$ cat src/fbusr_core.sv
// Behaviour
// - Four state bits, shown on four parallel outputs, loaded from four parallel inputs.
// - From the first clock edge with clear active, all four stages read low, overriding everything else.
// - Load mode copies all four parallel inputs into the stages on a clock edge.
// - Shift right moves stage 0 toward stage 3; stage 0 takes right serial input.
// - Shift left moves stage 3 toward stage 0; stage 3 takes left serial input.
// - Inhibit mode leaves all four stages unchanged on clock edges.
// - Besides clear, stages change only at a shift clock edge, else keep value.

// ****************************************************************
// Shared constants
// ****************************************************************
package fbusr_pkg;
  localparam int STAGE_COUNT = 4;
  localparam int BUS_ADDR_MIN = 8;

  localparam logic [1:0] MODE_HOLD = 2'h0;
  localparam logic [1:0] MODE_RIGHT = 2'h1;
  localparam logic [1:0] MODE_LEFT = 2'h2;
  localparam logic [1:0] MODE_LOAD = 2'h3;

  localparam logic [7:0] REG_CTRL = 8'h00;
  localparam logic [7:0] REG_PDATA = 8'h04;
  localparam logic [7:0] REG_STEP = 8'h08;
  localparam logic [7:0] REG_STATUS = 8'h0C;

  localparam int CTRL_MODE_LSB = 0;
  localparam int CTRL_SR_BIT = 2;
  localparam int CTRL_SL_BIT = 3;
  localparam int CTRL_CLR_BIT = 4;
  localparam int CTRL_WIDTH = 5;
  localparam int STEP_BIT = 0;
  localparam logic [CTRL_WIDTH-1:0] CTRL_RESET = 5'h00;
  localparam logic [STAGE_COUNT-1:0] PDATA_RESET = 4'h0;
  localparam logic [STAGE_COUNT-1:0] STAGE_RESET = 4'h0;

  localparam logic [1:0] RESP_OKAY = 2'h0;
  localparam logic [1:0] RESP_DECERR = 2'h3;
  localparam logic [31:0] DATA_ZERO = 32'h0000_0000;
endpackage

// ****************************************************************
// Shift register stages
// ****************************************************************
module fbusr_core
  import fbusr_pkg::*;
#(
  parameter int WIDTH = STAGE_COUNT
) (
  input wire logic sys_clk, // System clock
  input wire logic reset_n, // Synchronous reset, active low
  input wire logic clearActive, // Forces all stages low while high
  input wire logic shiftStep, // One-cycle shift clock edge
  input wire logic [1:0] mode, // Operating mode
  input wire logic serialRightIn, // Enters stage 0 on right shift
  input wire logic serialLeftIn, // Enters last stage on left shift
  input wire logic [WIDTH-1:0] parallelIn, // Parallel load data
  output logic [WIDTH-1:0] stageOut // Stage contents
);
  if (WIDTH < 2) begin : g_bad_width
    $error("fbusr_core needs at least two stages");
  end

  logic [WIDTH-1:0] next_stageOut;

  always_comb begin
    next_stageOut = stageOut;
    if (clearActive) begin
      next_stageOut = '0;
    end else if (shiftStep) begin
      unique case (mode)
        MODE_HOLD: next_stageOut = stageOut;
        MODE_RIGHT: next_stageOut = {stageOut[WIDTH-2:0], serialRightIn};
        MODE_LEFT: next_stageOut = {serialLeftIn, stageOut[WIDTH-1:1]};
        MODE_LOAD: next_stageOut = parallelIn;
      endcase
    end
  end

  always_ff @(posedge sys_clk) begin
    if (!reset_n) begin
      stageOut <= '0;
    end else begin
      stageOut <= next_stageOut;
    end
  end
endmodule

$ cat src/fbusr_top.sv
// ****************************************************************
// Shift register with AXI4-Lite register access
// ****************************************************************
//
// Added by the designer: register access over AXI4-Lite and the placing of the registers.
module fbusr_top
  import fbusr_pkg::*;
#(
  parameter int ADDR_WIDTH = BUS_ADDR_MIN,
  parameter int WIDTH = STAGE_COUNT
) (
  input wire logic sys_clk, // System clock
  input wire logic reset_n, // Synchronous reset, active low
  input wire logic [ADDR_WIDTH-1:0] s_axi_awaddr, // Write address
  input wire logic s_axi_awvalid, // Write address valid
  output logic s_axi_awready, // Write address ready
  input wire logic [31:0] s_axi_wdata, // Write data
  input wire logic [3:0] s_axi_wstrb, // Write byte strobes
  input wire logic s_axi_wvalid, // Write data valid
  output logic s_axi_wready, // Write data ready
  output logic [1:0] s_axi_bresp, // Write response
  output logic s_axi_bvalid, // Write response valid
  input wire logic s_axi_bready, // Write response ready
  input wire logic [ADDR_WIDTH-1:0] s_axi_araddr, // Read address
  input wire logic s_axi_arvalid, // Read address valid
  output logic s_axi_arready, // Read address ready
  output logic [31:0] s_axi_rdata, // Read data
  output logic [1:0] s_axi_rresp, // Read response
  output logic s_axi_rvalid, // Read data valid
  input wire logic s_axi_rready, // Read data ready
  output logic [WIDTH-1:0] stageOut // Stage contents
);
  if (ADDR_WIDTH < BUS_ADDR_MIN || WIDTH != STAGE_COUNT) begin : g_bad_param
    $error("fbusr_top: address too narrow or stage count unsupported");
  end

  // ****************************************************************
  // Address decode
  // ****************************************************************
  function automatic logic isMapped(input logic [ADDR_WIDTH-1:0] addr);
    logic [7:0] low;
    low = addr[BUS_ADDR_MIN-1:0];
    // A shift rather than a part-select, so the minimum address width still elaborates
    isMapped = ((addr >> BUS_ADDR_MIN) == '0) &&
      (low == REG_CTRL || low == REG_PDATA || low == REG_STEP || low == REG_STATUS);
  endfunction

  // ****************************************************************
  // Write channel state
  // ****************************************************************
  logic awHeld;
  logic [ADDR_WIDTH-1:0] awAddr;
  logic wHeld;
  logic [31:0] wData;
  logic [3:0] wStrb;
  logic [CTRL_WIDTH-1:0] ctrl;
  logic [WIDTH-1:0] pdata;
  logic shiftStep;

  logic next_awHeld;
  logic [ADDR_WIDTH-1:0] next_awAddr;
  logic next_wHeld;
  logic [31:0] next_wData;
  logic [3:0] next_wStrb;
  logic next_bvalid;
  logic [1:0] next_bresp;
  logic next_awready;
  logic next_wready;
  logic [CTRL_WIDTH-1:0] next_ctrl;
  logic [WIDTH-1:0] next_pdata;
  logic next_shiftStep;

  // Address and data are caught in either order; the write lands once both are held
  always_comb begin
    next_awHeld = awHeld;
    next_awAddr = awAddr;
    next_wHeld = wHeld;
    next_wData = wData;
    next_wStrb = wStrb;
    next_bvalid = s_axi_bvalid;
    next_bresp = s_axi_bresp;
    next_ctrl = ctrl;
    next_pdata = pdata;
    next_shiftStep = 1'b0;
    if (s_axi_bvalid && s_axi_bready) begin
      next_bvalid = 1'b0;
    end
    if (s_axi_awvalid && s_axi_awready) begin
      next_awHeld = 1'b1;
      next_awAddr = s_axi_awaddr;
    end
    if (s_axi_wvalid && s_axi_wready) begin
      next_wHeld = 1'b1;
      next_wData = s_axi_wdata;
      next_wStrb = s_axi_wstrb;
    end
    if (awHeld && wHeld && !s_axi_bvalid) begin
      next_awHeld = 1'b0;
      next_wHeld = 1'b0;
      next_bvalid = 1'b1;
      next_bresp = isMapped(awAddr) ? RESP_OKAY : RESP_DECERR;
      // All fields sit in byte lane 0, so only its strobe matters
      if (isMapped(awAddr) && wStrb[0]) begin
        unique case (awAddr[7:0])
          REG_CTRL: next_ctrl = wData[CTRL_WIDTH-1:0];
          REG_PDATA: next_pdata = wData[WIDTH-1:0];
          REG_STEP: next_shiftStep = wData[STEP_BIT];
          default: next_ctrl = ctrl;
        endcase
      end
    end
    next_awready = !next_awHeld && !next_bvalid;
    next_wready = !next_wHeld && !next_bvalid;
  end

  always_ff @(posedge sys_clk) begin
    if (!reset_n) begin
      awHeld <= 1'b0;
      awAddr <= '0;
      wHeld <= 1'b0;
      wData <= DATA_ZERO;
      wStrb <= 4'h0;
      s_axi_bvalid <= 1'b0;
      s_axi_bresp <= RESP_OKAY;
      s_axi_awready <= 1'b0;
      s_axi_wready <= 1'b0;
      ctrl <= CTRL_RESET;
      pdata <= PDATA_RESET;
      shiftStep <= 1'b0;
    end else begin
      awHeld <= next_awHeld;
      awAddr <= next_awAddr;
      wHeld <= next_wHeld;
      wData <= next_wData;
      wStrb <= next_wStrb;
      s_axi_bvalid <= next_bvalid;
      s_axi_bresp <= next_bresp;
      s_axi_awready <= next_awready;
      s_axi_wready <= next_wready;
      ctrl <= next_ctrl;
      pdata <= next_pdata;
      shiftStep <= next_shiftStep;
    end
  end

  // ****************************************************************
  // Read channel
  // ****************************************************************
  logic next_rvalid;
  logic next_arready;
  logic [31:0] next_rdata;
  logic [1:0] next_rresp;

  // Status reads the live stages, so a read right after a step sees the new value
  always_comb begin
    next_rvalid = s_axi_rvalid;
    next_rdata = s_axi_rdata;
    next_rresp = s_axi_rresp;
    if (s_axi_rvalid && s_axi_rready) begin
      next_rvalid = 1'b0;
    end
    if (s_axi_arvalid && s_axi_arready) begin
      next_rvalid = 1'b1;
      next_rdata = DATA_ZERO;
      next_rresp = isMapped(s_axi_araddr) ? RESP_OKAY : RESP_DECERR;
      if (isMapped(s_axi_araddr)) begin
        unique case (s_axi_araddr[7:0])
          REG_CTRL: next_rdata[CTRL_WIDTH-1:0] = ctrl;
          REG_PDATA: next_rdata[WIDTH-1:0] = pdata;
          REG_STATUS: next_rdata[WIDTH-1:0] = stageOut;
          default: next_rdata = DATA_ZERO;
        endcase
      end
    end
    next_arready = !next_rvalid;
  end

  always_ff @(posedge sys_clk) begin
    if (!reset_n) begin
      s_axi_rvalid <= 1'b0;
      s_axi_rdata <= DATA_ZERO;
      s_axi_rresp <= RESP_OKAY;
      s_axi_arready <= 1'b0;
    end else begin
      s_axi_rvalid <= next_rvalid;
      s_axi_rdata <= next_rdata;
      s_axi_rresp <= next_rresp;
      s_axi_arready <= next_arready;
    end
  end

  // ****************************************************************
  // Shift register
  // ****************************************************************
  fbusr_core #(
    .WIDTH(WIDTH)
  ) u_core (
    .sys_clk(sys_clk),
    .reset_n(reset_n),
    .clearActive(ctrl[CTRL_CLR_BIT]),
    .shiftStep(shiftStep),
    .mode(ctrl[CTRL_MODE_LSB +: 2]),
    .serialRightIn(ctrl[CTRL_SR_BIT]),
    .serialLeftIn(ctrl[CTRL_SL_BIT]),
    .parallelIn(pdata),
    .stageOut(stageOut)
  );
endmodule

$ cat config.mk
export PLATFORM = sky130hd
export DESIGN_NAME = fbusr_top
export DESIGN_NICKNAME = d
export VERILOG_FILES = /design/src/fbusr_core.sv /design/src/fbusr_top.sv
export SDC_FILE = /design/constraint.sdc
export NUM_CORES = 1
export LEC_CHECK = 0
export BUFFER_PORTS_ARGS = -buffer_cell sky130_fd_sc_hd__buf_2
export CELL_PAD_IN_SITES_DETAIL_PLACEMENT = 0
export CELL_PAD_IN_SITES_GLOBAL_PLACEMENT = 1
export CORE_ASPECT_RATIO = 1.25
export CORE_MARGIN = 4
export CORE_UTILIZATION = 31
export DETAILED_ROUTE_END_ITERATION = 16
export PLACE_DENSITY_LB_ADDON = 0.1
export SKIP_CTS_REPAIR_TIMING = 1
export SLEW_MARGIN = 30
export SYNTH_ARGS = -nofsm -noshare
export SYNTH_HDL_FRONTEND = slang
export SYNTH_HIERARCHICAL = 1
export SYNTH_SLANG_ARGS = --single-unit
$ cat constraint.sdc
create_clock -name sys_clk -period 1.7 [get_ports sys_clk]
set_input_delay 0.17 -clock sys_clk [delete_from_list [all_inputs] [get_ports sys_clk]]
set_output_delay 0.17 -clock sys_clk [all_outputs]
set_load 0.005 [all_outputs]
==> reports/metrics.csv <==
metric;value;unit
Cell Area, Synth;0.00196;mm2
antenna viol nets, final;0;
syn avg cell area;8.57;um2
Synth Register Bits;42;
Lkg Pwr;0.000941;uW
NetSw;458;uW
crit-path leading delay family;simple AND/OR/NAND/NOR gates;
root buf cell;clkbuf_8;
Initial DRC Count;72;
cell internal pwr;1410;uW
top cell type's share of synthesized area;42.8;%
Final Hold Viols;0;
P&R area growth vs syn;15.1;%
cell taking the most area after synthesis;dfxtp_1;
FILL cells;712;
DP Cell Count;350;
Critical R2R Capture;pdata[0];
crit path launch type;flop;
worst hold stages;3;
worst vdd ir;331;uV
Die ar.;0.00768;mm2
drt first pass iters;4;
all-layer global routing usage;11.1;%
fin nets;331;
Critical Path AT;1640;ps
post-synthesis xor/xnor area fraction;0;%
HP Start;s_axi_awaddr[4];
Clock Sinks;42;
drt total wl;4090;um
Max Cap Viol;0;
CP peak stage delay;340;ps
Chip Width;79.2;um
Tcrit/Tclk final;83.8;%
design area;0.00226;mm2
Reg power frac;55.5;%
post-synthesis adder-cell area fraction;0;%
CTS HTree Levels;2;
largest net degree at the start of global routing;29;
IO Pins;104;
post-synthesis compound-gate area fraction;13.0;%
cells after synthesis;229;
Clk Latency, worst-skew pair;290;ps
RSZ-0062 raised after global routing;false;
Syn. warnings;6;
status;finished, final reports clean;
most instantiated library cell after synthesis;dfxtp_1;
ys async rst share;0;%
deepest clock path buffer count;2;
Final Slew Violations;0;
top post-synthesis cells by count;dfxtp_1, nand2_1, buf_4, a21boi_0, nand3_1;
# setup viols final;0;
total CTS buffers;5;
Vert. Die Dim;97.0;um
# rows;32;
part of the power in the clock network;35.5;%
Via-to-Cell Ratio;4.34;
initial core utilization;31.8;%
RePlAce Congestion;0.693;
first-pass GRT wire length;6870;um
CP Class;flop to flop;
sequential area share after synthesis;42.8;%
dpl cell area;0.00217;mm2
ys flop type;dfxtp_1;
clock skew;12.5;ps
flop-to-flop setup slack;280;ps
Hold Crit Endpoint;awAddr[4];
TritonCTS clock tree;done;
# DRC;0;
Worst setup startpoint;awAddr[4];
Area contributors post-synth;dfxtp_1, buf_4, nand2_1;
switch share;24.5;%
simple-gate portion of the synthesized area;24.0;%
HPWL Detailed;3170;um
crit path max fanout;4;
Slowest cell on crit path;dfxtp_1;
routed via count;1555;
multiplexer share of the synthesized area;6.37;%
Setup TNS;0;ps
CP Buf/Inv Count;1;
worst endpoint required time;1920;ps
Ant. Diodes;0;
HP Class;input pin to flop;
PwrDens;828;mW/mm2
Comb power frac;9.0;%
post-synthesis cell type count;32;
crit-path most repeated cell;nor4_4;
vias in the first global route;1508;
Cell Count, Final, Fillers Out;358;
total gr overflow;0;
initial antenna violation count;0;
CP cell instances;nor4_4, nand2_2, nor4_4, buf_4, mux2i_1;
EDFF count, synth;0;
Reg-to-Reg Start;awAddr[4];
clock slew at reported path FFs;80;ps
Worst R2R Path Depth;5;
largest family of logic cells by synthesized area;simple AND/OR/NAND/NOR gates;
port bufs;46;
Max Freq;702;MHz
core area;0.00617;mm2
WL/cell;11.4;um
minimum clock period;1420;ps
layout cell share with drive strength beyond 1;23.8;%
CP Capture Type;flop;
==> cells by family (layout without fill, tap and decap cells) <==
group                  count (synthesis)  in the layout
flip-flops                            42             42
other                                  1             27
buffers and inverters                 42             60
multiplexers                          12             12
AO/OA/AOI/OAI                         40             40
AND/OR/NAND/NOR                       92             92
==> cell type report <==
type / count / area (um2) / area share, %
Sequential cell: 42 / 841 / 37.2
Inverter: 2 / 7.51 / 0.332
Multi-Input combinational cell: 171 / 953 / 42.2
Clock inverter: 1 / 5.00 / 0.221
Timing Repair Buffer: 50 / 260 / 11.5
Clock buffer: 7 / 86.3 / 3.82
Tap cell: 85 / 106 / 4.71
==> power by group through the flow <==
stage | registers [uW] | logic, uW | clock network [uW]
6_report | 1040 | 169 | 664
5_1_grt | 1040 | 197 | 727
4_1_cts | 1040 | 171 | 688
3_5_place_dp | 1060 | 171 | 0
3_3_place_gp | 1060 | 171 | 0
2_1_floorplan | 1050 | 159 | 0
==> layer usage <==
layer,track usage [%],vias up,routed length [um]
met3,3.26,5,271
met5,0,-,0
li1,-,813,-
met1,12.2,684,1640
met4,3.97,0,64
met2,20.0,53,2110
==> cell usage in the layout (no fill, tap or decap) <==
cell type	netlist	routed
buf_2	0	46
dfxtp_1	42	42
nand2_1	38	38
conb_1	1	27
nand3_1	16	16
a21boi_0	16	16
nor2_1	12	12
mux2i_1	8	8
o21ai_0	6	6
clkbuf_8	0	6
a31oi_1	4	4
a21oi_1	4	4
o21ai_1	4	4
buf_4	29	4
mux2_2	4	4
o22ai_1	4	4
nor3_1	4	4
nand2b_1	3	3
and3_1	3	3
inv_1	2	2
and2_1	2	2
nand3b_1	2	2
nor4_4	2	2
nand4b_1	2	2
nor2b_1	2	2
or4_1	1	1
nor3_2	1	1
nor3b_1	1	1
nand2_2	1	1
nor4_1	1	1
nor4b_1	1	1
a22oi_1	1	1
clkbuf_1	11	1
clkinv_2	0	1
o21a_1	1	1
==> through the flow <==
stage	setup WS (ps)	total power (uW)	hold slack, ps	utilization, %
after floorplan	347	1210	315	-
after global placement	239	1230	424	35.2
after detailed placement	245	1230	425	35.2
after CTS	238	1900	111	36.6
after global routing	161	1970	116	36.6
final	275	1870	120	36.6
==> sequential cells by signal, summed over array words and instances, names as in the netlist <==
| name | flops |
|---|---|
| wStrb | 1 |
| wHeld | 1 |
| u_core/stageOut | 4 |
| shiftStep | 1 |
| awHeld | 1 |
| awAddr | 8 |
| s_axi_bresp | 1 |
| wData | 5 |
| s_axi_bvalid | 1 |
| pdata | 4 |
| s_axi_wready | 1 |
| s_axi_rresp | 1 |
| s_axi_arready | 1 |
| s_axi_rvalid | 1 |
| s_axi_rdata | 5 |
| s_axi_awready | 1 |
| ctrl | 5 |
==> how the worst max path moves through the flow <==
stage,end,slack (ps),cells after the start
finish,pdata[0],280,5
global route,pdata[2],160,5
CTS,pdata[2],240,5
detailed placement,pdata[2],250,5
global placement,s_axi_rdata[0],240,5
floorplan,pdata[0],350,4
==> worst reg2reg max path, stage by stage, from the launching register on <==
cell and delay (ps):
dfxtp_1 340, nor4_4 340, nand2_2 120, nor4_4 200, buf_4 190, mux2i_1 170
(Power assumes the default switching activity.)
